**src/uec_params.svh**
```systemverilog
// register offsets, field positions, reset values and counts of the endpoint-0 block
`ifndef UEC_PARAMS_SVH
`define UEC_PARAMS_SVH

`define UEC_OFF_CSR          4'h0
`define UEC_OFF_IRQ_STATUS   4'h4
`define UEC_OFF_IRQ_MASK     4'h8

`define UEC_BIT_EARLY_ACK    23
`define UEC_BIT_RX_SVC_ACK   22
`define UEC_BIT_B21          21
`define UEC_BIT_B20          20
`define UEC_BIT_B19          19
`define UEC_BIT_B18          18
`define UEC_BIT_TX_RDY       17
`define UEC_BIT_RX_RDY       16
`define UEC_CSR_LANE         2

`define UEC_IRQ_EARLY_END    0
`define UEC_IRQ_NO_RESP      1
`define UEC_IRQ_STALL        2
`define UEC_IRQ_RX_RDY       3
`define UEC_IRQ_TX_DONE      4
`define UEC_IRQ_WIDTH        5

`define UEC_CSR_RESET        6'h00
`define UEC_IRQ_MASK_RESET   5'h00
`define UEC_NO_RESP_LIMIT    2'h3

`endif

```
**src/uec_pkg.sv**
```systemverilog
// types shared by the endpoint-0 control and status logic
package uec_pkg;

  typedef enum logic [1:0] {
    UEC_BUS_IDLE = 2'b01,
    UEC_BUS_ACK  = 2'b10
  } uec_bus_t;

  typedef struct packed {
    uec_bus_t    bus;
    logic        waitreq;
    logic [31:0] rdata;
    logic        b21;
    logic        b20;
    logic        b19;
    logic        b18;
    logic        tx_rdy;
    logic        rx_rdy;
    logic        stall_abort;
    logic        tx_setup;
    logic        toggle_reset;
    logic        fifo_flush;
    logic        stall_req;
    logic        in_req;
  } uec_csr_state_t;

  typedef struct packed {
    logic [4:0] status;
    logic [4:0] mask;
    logic       irq;
  } uec_irq_state_t;

  typedef struct packed {
    logic [1:0] misses;
    logic       err;
  } uec_retry_state_t;

endpackage

```
**src/uec_irq.sv**
```systemverilog
// sticky event status, mask and the level interrupt output
`timescale 1ns/100ps
`include "uec_params.svh"
module uec_irq
  import uec_pkg::*;
(
  input  wire logic                      sys_clk,
  input  wire logic                      rst_n,
  input  wire logic [`UEC_IRQ_WIDTH-1:0] event_set,
  input  wire logic                      status_wr,
  input  wire logic                      mask_wr,
  input  wire logic [`UEC_IRQ_WIDTH-1:0] wdata,
  output logic      [`UEC_IRQ_WIDTH-1:0] status,
  output logic      [`UEC_IRQ_WIDTH-1:0] mask,
  output logic                           irq
);

  uec_irq_state_t s_reg;
  uec_irq_state_t s_next;

  always_comb begin
    s_next = s_reg;
    // a clearing write never loses an event of the same cycle
    if (status_wr) begin
      s_next.status = s_reg.status & ~wdata;
    end
    s_next.status = s_next.status | event_set;
    if (mask_wr) begin
      s_next.mask = wdata;
    end
    s_next.irq = |(s_next.status & s_next.mask);
  end

  always_ff @(posedge sys_clk or negedge rst_n) begin
    if (!rst_n) begin
      s_reg <= '{status: 5'h00, mask: `UEC_IRQ_MASK_RESET, irq: 1'b0};
    end else begin
      s_reg <= s_next;
    end
  end

  assign status = s_reg.status;
  assign mask   = s_reg.mask;
  assign irq    = s_reg.irq;

endmodule

```
**src/uec_retry.sv**
```systemverilog
// counts unanswered host transaction attempts and flags the third in a row
`timescale 1ns/100ps
`include "uec_params.svh"
module uec_retry
  import uec_pkg::*;
(
  input  wire logic sys_clk,
  input  wire logic rst_n,
  input  wire logic host_mode,
  input  wire logic attempt_timeout,
  input  wire logic attempt_answered,
  output logic      no_resp_err
);

  uec_retry_state_t s_reg;
  uec_retry_state_t s_next;

  always_comb begin
    s_next     = s_reg;
    s_next.err = 1'b0;
    if (!host_mode || attempt_answered) begin
      s_next.misses = 2'h0;
    end else if (attempt_timeout) begin
      if (s_reg.misses == `UEC_NO_RESP_LIMIT - 2'h1) begin
        s_next.err    = 1'b1;
        s_next.misses = 2'h0;
      end else begin
        s_next.misses = s_reg.misses + 2'h1;
      end
    end
  end

  always_ff @(posedge sys_clk or negedge rst_n) begin
    if (!rst_n) begin
      s_reg <= '{misses: 2'h0, err: 1'b0};
    end else begin
      s_reg <= s_next;
    end
  end

  assign no_resp_err = s_reg.err;

endmodule

```
**src/uec_ep0_csr.sv**
```systemverilog
// endpoint-0 control/status word with Avalon-MM slave, interrupts and engine handshakes
//
// Operation
// - device stall request aborts, sends STALL, self-clears
// - host IN request clears when receive ready sets
// - early control end sets flag, interrupts, flushes FIFO
// - early-end flag clears only by ack write
// - three unanswered host attempts set error, interrupt
// - hardware alone clears data-end bit
// - host SETUP-select with transmit ready sends SETUP
// - setting SETUP-select resets data toggle
// - device flags stall sent, software clears
// - host flags stall received, software clears
// - transmit ready cleared once packet handled
// - receive ready sets on packet, may interrupt
// - receive-serviced write clears receive ready
// - low sixteen bits always read zero
//
// Design decisions made here: the Avalon-MM interface to the registers and the address map.
`timescale 1ns/100ps
`include "uec_params.svh"
module uec_ep0_csr
  import uec_pkg::*;
(
  input  wire logic        sys_clk,
  input  wire logic        rst_n,
  // Avalon-MM slave, word addressed
  input  wire logic [1:0]  avs_address,
  input  wire logic        avs_read,
  input  wire logic        avs_write,
  input  wire logic [3:0]  avs_byteenable,
  input  wire logic [31:0] avs_writedata,
  output logic [31:0]      avs_readdata,
  output logic             avs_waitrequest,
  // role select from the controller
  input  wire logic        host_mode,
  // events from the packet engine, one-cycle pulses
  input  wire logic        eng_stall_sent,
  input  wire logic        eng_stall_rcvd,
  input  wire logic        eng_tx_done,
  input  wire logic        eng_rx_pkt,
  input  wire logic        eng_ctrl_end,
  input  wire logic        eng_data_end_done,
  input  wire logic        eng_attempt_timeout,
  input  wire logic        eng_attempt_answered,
  // commands to the packet engine, and the interrupt output
  output logic             stall_request,
  output logic             stall_abort,
  output logic             in_transfer_request,
  output logic             tx_packet_ready,
  output logic             tx_token_setup,
  output logic             data_toggle_reset,
  output logic             fifo_flush,
  output logic             irq
);

  uec_csr_state_t s_reg;
  uec_csr_state_t s_next;

  logic [`UEC_IRQ_WIDTH-1:0] irq_events;
  logic [`UEC_IRQ_WIDTH-1:0] irq_status;
  logic [`UEC_IRQ_WIDTH-1:0] irq_mask;
  logic                      no_resp_err;
  logic                      wr_take;
  logic                      csr_wr;
  logic                      status_wr;
  logic                      mask_wr;
  logic [7:0]                wr_lane;
  logic [31:0]               rd_value;
  logic                      ev_early;
  logic                      ev_stall;

  function automatic logic [1:0] uec_word(input logic [3:0] byte_off);
    uec_word = byte_off[3:2];
  endfunction

  function automatic logic lane_bit(input logic [7:0] lane, input int pos);
    lane_bit = lane[pos - 16];
  endfunction

  // writes land on the edge where the master sees waitrequest low
  assign wr_take   = avs_write && (s_reg.bus == UEC_BUS_ACK);
  assign csr_wr    = wr_take && (avs_address == uec_word(`UEC_OFF_CSR))
                     && avs_byteenable[`UEC_CSR_LANE];
  assign status_wr = wr_take && (avs_address == uec_word(`UEC_OFF_IRQ_STATUS))
                     && avs_byteenable[0];
  assign mask_wr   = wr_take && (avs_address == uec_word(`UEC_OFF_IRQ_MASK))
                     && avs_byteenable[0];
  assign wr_lane   = avs_writedata[23:16];

  assign ev_early  = !host_mode && eng_ctrl_end && !s_reg.b19;
  assign ev_stall  = host_mode ? eng_stall_rcvd : eng_stall_sent;

  always_comb begin
    rd_value = 32'h0000_0000;
    if (avs_address == uec_word(`UEC_OFF_CSR)) begin
      // low half and the ack strobes read as zero
      rd_value[`UEC_BIT_B21]    = s_reg.b21;
      rd_value[`UEC_BIT_B20]    = s_reg.b20;
      rd_value[`UEC_BIT_B19]    = s_reg.b19;
      rd_value[`UEC_BIT_B18]    = s_reg.b18;
      rd_value[`UEC_BIT_TX_RDY] = s_reg.tx_rdy;
      rd_value[`UEC_BIT_RX_RDY] = s_reg.rx_rdy;
    end else if (avs_address == uec_word(`UEC_OFF_IRQ_STATUS)) begin
      rd_value[`UEC_IRQ_WIDTH-1:0] = irq_status;
    end else if (avs_address == uec_word(`UEC_OFF_IRQ_MASK)) begin
      rd_value[`UEC_IRQ_WIDTH-1:0] = irq_mask;
    end
  end

  always_comb begin
    s_next              = s_reg;
    s_next.stall_abort  = 1'b0;
    s_next.toggle_reset = 1'b0;
    s_next.fifo_flush   = 1'b0;

    // bus handshake: one wait cycle, then one cycle with waitrequest low
    unique case (s_reg.bus)
      UEC_BUS_IDLE: begin
        if (avs_read || avs_write) begin
          s_next.bus     = UEC_BUS_ACK;
          s_next.waitreq = 1'b0;
          s_next.rdata   = avs_read ? rd_value : 32'h0000_0000;
        end
      end
      UEC_BUS_ACK: begin
        s_next.bus     = UEC_BUS_IDLE;
        s_next.waitreq = 1'b1;
      end
    endcase

    // software side of the control/status word
    if (csr_wr) begin
      if (host_mode) begin
        s_next.b21 = lane_bit(wr_lane, `UEC_BIT_B21);
        if (!lane_bit(wr_lane, `UEC_BIT_B20)) begin
          s_next.b20 = 1'b0;
        end
        s_next.b19 = lane_bit(wr_lane, `UEC_BIT_B19);
        if (lane_bit(wr_lane, `UEC_BIT_B19)) begin
          s_next.toggle_reset = 1'b1;
        end
      end else begin
        if (lane_bit(wr_lane, `UEC_BIT_B21)) begin
          s_next.b21         = 1'b1;
          s_next.stall_abort = !s_reg.b21;
        end
        if (lane_bit(wr_lane, `UEC_BIT_EARLY_ACK)) begin
          s_next.b20 = 1'b0;
        end
        if (lane_bit(wr_lane, `UEC_BIT_B19)) begin
          s_next.b19 = 1'b1;
        end
      end
      if (!lane_bit(wr_lane, `UEC_BIT_B18)) begin
        s_next.b18 = 1'b0;
      end
      if (lane_bit(wr_lane, `UEC_BIT_TX_RDY)) begin
        s_next.tx_rdy = 1'b1;
      end
      if (lane_bit(wr_lane, `UEC_BIT_RX_SVC_ACK)) begin
        s_next.rx_rdy = 1'b0;
      end
    end

    // engine events come after the software writes so that the engine event wins
    if (!host_mode && eng_stall_sent) begin
      s_next.b21 = 1'b0;
    end
    if (host_mode && eng_rx_pkt) begin
      s_next.b21 = 1'b0;
    end
    if (ev_early) begin
      s_next.b20        = 1'b1;
      s_next.fifo_flush = 1'b1;
    end
    if (host_mode && no_resp_err) begin
      s_next.b20 = 1'b1;
    end
    if (!host_mode && (eng_data_end_done || eng_ctrl_end)) begin
      s_next.b19 = 1'b0;
    end
    if (ev_stall) begin
      s_next.b18 = 1'b1;
    end
    if (eng_tx_done) begin
      s_next.tx_rdy = 1'b0;
    end
    if (eng_rx_pkt) begin
      s_next.rx_rdy = 1'b1;
    end

    // token choice follows SETUP-select and transmit ready on every cycle
    s_next.tx_setup = host_mode && s_next.b19 && s_next.tx_rdy;
    // role split registered so both request outputs leave a flop
    s_next.stall_req = s_next.b21 && !host_mode;
    s_next.in_req    = s_next.b21 && host_mode;
  end

  always_ff @(posedge sys_clk or negedge rst_n) begin
    if (!rst_n) begin
      s_reg.bus          <= UEC_BUS_IDLE;
      s_reg.waitreq      <= 1'b1;
      s_reg.rdata        <= 32'h0000_0000;
      {s_reg.b21, s_reg.b20, s_reg.b19, s_reg.b18, s_reg.tx_rdy, s_reg.rx_rdy}
                         <= `UEC_CSR_RESET;
      s_reg.stall_abort  <= 1'b0;
      s_reg.tx_setup     <= 1'b0;
      s_reg.toggle_reset <= 1'b0;
      s_reg.fifo_flush   <= 1'b0;
      s_reg.stall_req    <= 1'b0;
      s_reg.in_req       <= 1'b0;
    end else begin
      s_reg <= s_next;
    end
  end

  always_comb begin
    irq_events                       = '0;
    irq_events[`UEC_IRQ_EARLY_END]   = ev_early;
    irq_events[`UEC_IRQ_NO_RESP]     = host_mode && no_resp_err;
    irq_events[`UEC_IRQ_STALL]       = ev_stall;
    irq_events[`UEC_IRQ_RX_RDY]      = eng_rx_pkt;
    irq_events[`UEC_IRQ_TX_DONE]     = eng_tx_done;
  end

  uec_irq u_irq (
    .sys_clk   (sys_clk),
    .rst_n     (rst_n),
    .event_set (irq_events),
    .status_wr (status_wr),
    .mask_wr   (mask_wr),
    .wdata     (avs_writedata[`UEC_IRQ_WIDTH-1:0]),
    .status    (irq_status),
    .mask      (irq_mask),
    .irq       (irq)
  );

  uec_retry u_retry (
    .sys_clk          (sys_clk),
    .rst_n            (rst_n),
    .host_mode        (host_mode),
    .attempt_timeout  (eng_attempt_timeout),
    .attempt_answered (eng_attempt_answered),
    .no_resp_err      (no_resp_err)
  );

  assign avs_readdata        = s_reg.rdata;
  assign avs_waitrequest     = s_reg.waitreq;
  // stall and IN requests share bit 21, split by role
  assign stall_request       = s_reg.stall_req;
  assign in_transfer_request = s_reg.in_req;
  assign stall_abort         = s_reg.stall_abort;
  assign tx_packet_ready     = s_reg.tx_rdy;
  assign tx_token_setup      = s_reg.tx_setup;
  assign data_toggle_reset   = s_reg.toggle_reset;
  assign fifo_flush          = s_reg.fifo_flush;

endmodule

```
**config.mk**
```make
export PLATFORM = sky130hd
export DESIGN_NAME = uec_ep0_csr
export DESIGN_NICKNAME = d
export VERILOG_FILES = /design/src/uec_pkg.sv /design/src/uec_irq.sv /design/src/uec_retry.sv /design/src/uec_ep0_csr.sv
export VERILOG_INCLUDE_DIRS = /design/src
export SDC_FILE = /design/constraint.sdc
export NUM_CORES = 1
export LEC_CHECK = 0
export BUFFER_PORTS_ARGS = -buffer_cell sky130_fd_sc_hd__buf_2
export CAP_MARGIN = 15
export CORE_UTILIZATION = 51
export CTS_BUF_LIST = sky130_fd_sc_hd__clkbuf_8
export DETAILED_ROUTE_END_ITERATION = 6
export PLACE_DENSITY = 0.87
export SLEW_MARGIN = 10
export SYNTH_ARGS = -nofsm -noshare
export SYNTH_HDL_FRONTEND = slang
export SYNTH_SLANG_ARGS = --single-unit
export TNS_END_PERCENT = 50
```
**constraint.sdc**
```tcl
create_clock -name sys_clk -period 3.1 [get_ports sys_clk]
set_input_delay 0.465 -clock sys_clk [delete_from_list [all_inputs] [get_ports sys_clk]]
set_output_delay 0.465 -clock sys_clk [all_outputs]
set_load 0.05 [all_outputs]
```
Word-level counts from Yosys, hierarchy flattened
Index checks and enable logic that the tools add are counted.
{ "op_classes": {"add_sub_neg": 1, "n_eq_ne": 8, "n_mux": 38, "n_bitwise": 4, "n_reduce_logical": 35} }
{ "op_table": {"columns": ["operator", "n"], "rows": [
  ["35-bit 2-to-1 mux", 1],
  ["5-bit 2-to-1 mux", 5],
  ["1-bit 2-to-1 mux", 24],
  ["22-bit 2-to-1 mux", 1],
  ["1-bit logical AND", 17],
  ["5-bit AND", 2],
  ["2-bit nonzero test", 4],
  ["7-bit 2-to-1 mux", 1],
  ["2-bit equality test (second input constant)", 3],
  ["3-bit 2-to-1 mux", 2],
  ["6-bit 2-to-1 mux", 1],
  ["3-bit case mux with 2 select lines", 1],
  ["2-bit AND reduction", 3],
  ["5-bit NOT", 1],
  ["5-bit OR", 1],
  ["5-bit OR reduction", 1],
  ["2-bit by 1-bit equality test with 1-bit output (second input constant)", 2],
  ["2-bit 2-to-1 mux", 2],
  ["4-bit by 2-bit inequality test with 1-bit output (second input constant)", 1],
  ["4-bit nonzero test", 1],
  ["1-bit zero test", 3],
  ["1-bit logical OR", 3],
  ["3-bit AND reduction", 1],
  ["3-bit nonzero test", 1],
  ["4 further kinds", 4]
]} }
{ "word_totals": {"ff_bits": 61, "in_bits": 51, "out_inout_bits": 41, "elab_cells": 106} }

Depth between registers and ports, before layout
{ "depth": {"depth_word": 8, "depth_mapped": 6, "mapped_depth_nobuf": 5} }

Modules after synthesis
Synthesis repeated with hierarchy kept, for this count alone.
{ "hier_totals": {"hier_cells": 167, "hier_area_um2": 1913.1} }
{ "modules_own_cells": {"columns": ["module", "instances", "cells_per_inst", "area_per_inst_um2", "seq_area_each_um2"], "rows": [
  ["uec_ep0_csr", 1, 127, 1361.3, 626.9],
  ["uec_irq", 1, 29, 417.9, 275.3],
  ["uec_retry", 1, 11, 133.9, 75.1]
]} }

Least setup slack after synthesis
OpenSTA, ideal clock, no wires.
{ "synth_path": {"kind": "reg2reg", "startpoint": "register s_reg[45] in the netlist's numbering", "endpoint": "register u_irq.s_reg (netlist bit u_irq.irq)", "setup_time_ps": 134, "arrival_ps": 1607, "required_ps": 2966, "setup_slack_ps": 1359, "stages_incl_launch_ff": 6, "n_path_buf": 0, "period_less_slack_ps": 1741, "path_cell_list": "dfstp_2 -> nand4b_1 -> and2b_4 -> mux2_4 -> a32oi_1 -> nand4_1"} }
{ "synth_rtl": {"columns": ["element", "line", "rtl"], "rows": [
  ["start: declaration", "uec_ep0_csr.sv:57", "uec_csr_state_t s_reg;"],
  ["start signal: assignment", "uec_ep0_csr.sv:214", "s_reg <= s_next;"],
  ["end signal: assignment", "uec_irq.sv:36", "s_reg <= '{status: 5'h00, mask: `UEC_IRQ_MASK_RESET, irq: 1'b0};"],
  ["end signal: assignment", "uec_irq.sv:38", "s_reg <= s_next;"],
  ["end: declaration", "uec_irq.sv:18", "uec_irq_state_t s_reg;"]
]} }

==> qor.txt <==
ant diodes = 0
Hold Buf Count CTS = 0
Max-cap violations = 0
IO Pins = 92
Crit path max-delay family = simple AND/OR/NAND/NOR gates
Worst R2R End = tx_token_setup$_DFF_PN0_
Syn. warnings = 0
maximum clock frequency = 0.5696 GHz
gr ovfl total = 0
post-route clock period utilization = 56.64%
Worst Path Required = 3.28 ns
CP Launch Type = register
setup TNS = 0 ns
Post-DP Area = 2011 µm²
H-tree Lvls = 2
post-route setup slack = 1.344 ns
Finished Core Util = 61.07%
WP data arrival = 1.94 ns
Setup Buffers After CTS = 0
total vias in the final route = 1,270
antenna viol nets, final = 0
first-pass GRT wire length = 5547 µm
die area = 3944 µm²
FP Rows = 21
vias in the first global route = 1,181
Synth Register Bits = 39
die width = 62.81 µm
PwrDens = 741.0 nW/µm²
pre-CTS setup slack = 1.174 ns
initial antenna violation count = 0
slew margin rel. = 43.74%
crit-path cells = nand2b_4 > nor4_4 > mux2_2 > and3_1
outcome = complete, no violations
vias per cell = 4.903
Initial DRC Count = 47
post-cts resize count = 0
worst-case hold slack = 0.2762 ns
fin nets = 263
max FFs per register = 11
Slew Limit Fails = 0
largest net degree at the start of global routing = 40
Synth Flop Type = dfrtp_1
routability cong. = 0.8248
worst-path fanout max = 11
layout cells sized above 1 = 34.27%
sequential element share of the synthesized area = 51.82%
hpwl dp = 2432 µm
Peak VDD IR = 0.2801 mV
post-synthesis async set-or-reset flop share = 100.0%
HP Class = input pin to asynchronous set/reset pin
FF-to-FF setup slack = 1.34 ns
router iterations before antenna repair = 4
clk_skew = 0.01011 ns
Num CTS Buffers = 5
final WL = 3259 µm
most frequent cells in the layout = buf_2, dfrtp_1, conb_1
Die Ht = 62.81 µm
worst-skew pair later-pin latency = 0.29 ns
Final setup violation count = 0
Reg2Reg Launch Point = s_reg[45]$_DFFE_PN1P_
clk buf depth = 2
Syn-to-layout area delta = 11.48%
Reg2Reg Depth = 4
final instance area = 2102 µm²
CP Capture Type = register
Slew @ Worst Pin = 0.8440 ns
clk slew on worst S/H paths = 0.07 ns
CTS tree = yes
synth unique cells = 40
RSZ-0062 raised after global routing = no
total track usage = 18.81%
Post-synth EDFFs = 0
Worst path slowest cell = nor4_4
Starting Density = 54.78%
Leakage = 1.057 nW
clock root cell = clkbuf_8
core area = 3442 µm²
WS Path Type = register to register
DRC = 0
# port buffers = 48
minimum clock period = 1.756 ns
commonest non-fill, non-tap cell in the layout = buf_2
CP bufs+invs = 0
post-DR wirelength/cell = 12.58 µm
Final Hold Fails = 0
Cells after Synth = 171
Syn Area/Cell = 11.03 µm²
biggest cell delay along the critical path = 0.54 ns
CTS Sinks = 39
Mapped Area = 1886 µm²
-- power by group --
group          leakage [nW]  internal, mW  switching [mW]
registers             0.486         0.612          0.0576
logic                 0.518         0.158           0.387
clock network        0.0524         0.176           0.167
total                  1.06         0.946           0.612
-- kinds of logic after synthesis --
group           count (synthesis)  share of synthesized area, %
simple gates                   49                         15.93
flops                          39                         51.82
buf+inv                        38                         14.13
compound gates                 36                         13.01
mux                             8                         4.910
other cells                     1                        0.1989
-- worst reg2reg max path: stages, from the launching register on --
cell and delay [ns]:
dfstp_2 0.38, nand2b_4 0.15, nor4_4 0.54, mux2_2 0.40
and3_1 0.17
-- synthesized netlist by cell type (2+ instances only) --
library cell,number,area (µm²)
nand2_1,13,48.80
or2_2,4,25.02
nor3_1,4,20.02
nor2b_4,2,27.53
a21boi_0,3,22.52
a21o_1,2,15.01
nor2_1,8,30.03
o21ai_0,9,45.04
dfrtp_1,38,950.9
a22o_1,6,52.55
mux2_2,6,67.56
nor3b_1,2,15.01
a22oi_1,5,37.54
buf_4,33,247.7
clkbuf_1,2,7.510
inv_1,3,11.26
a21oi_1,5,25.02
and3_1,2,12.51
nand2b_1,2,12.51
and2_1,2,12.51
-- per-layer routing --
| layer | routed length [µm] | share of wire (%) | GRT usage [%] | vias to the layer above |
|---|---|---|---|---|
| met5 | 0 | 0 | 0 | - |
| met4 | 80 | 2.5 | 10.17 | 0 |
| met3 | 163 | 5.0 | 4.927 | 7 |
| met2 | 1521 | 47 | 27.99 | 42 |
| met1 | 1494 | 46 | 25.00 | 604 |
| li1 | - | - | - | 617 |
-- metrics by stage --
stage	instances	power, mW
finish	259	1.558
global placement	251	1.209
global route	259	1.640
detailed placement	251	1.223
CTS	259	1.565
floorplan	191	1.172
-- area by class of cell --
| cell class | count | area (µm²) |
|---|---|---|
| Clock buffer | 6 | 82.58 |
| Clock inverter | 2 | 8.758 |
| Fill cell | 296 | 1340 |
| Inverter | 3 | 11.26 |
| Multi-Input combinational cell | 114 | 716.9 |
| Sequential cell | 39 | 977.2 |
| Tap cell | 46 | 57.56 |
| Timing Repair Buffer | 49 | 247.7 |
-- how the worst max path moves through the flow --
stage	start	endpoint	slack [ns]	cells after the start
after floorplan	s_reg[45]$_DFFE_PN1P_	u_irq.irq$_DFF_PN0_	1.36	5
after global placement	avs_address[1]	tx_token_setup$_DFF_PN0_	1.19	4
after detailed placement	avs_address[1]	tx_token_setup$_DFF_PN0_	1.17	4
after CTS	s_reg[45]$_DFFE_PN1P_	tx_token_setup$_DFF_PN0_	1.32	4
after global routing	s_reg[45]$_DFFE_PN1P_	avs_readdata[18]$_DFFE_PN0P_	1.24	4
final	s_reg[45]$_DFFE_PN1P_	tx_token_setup$_DFF_PN0_	1.34	4
Power figures use the tool's default switching activity.
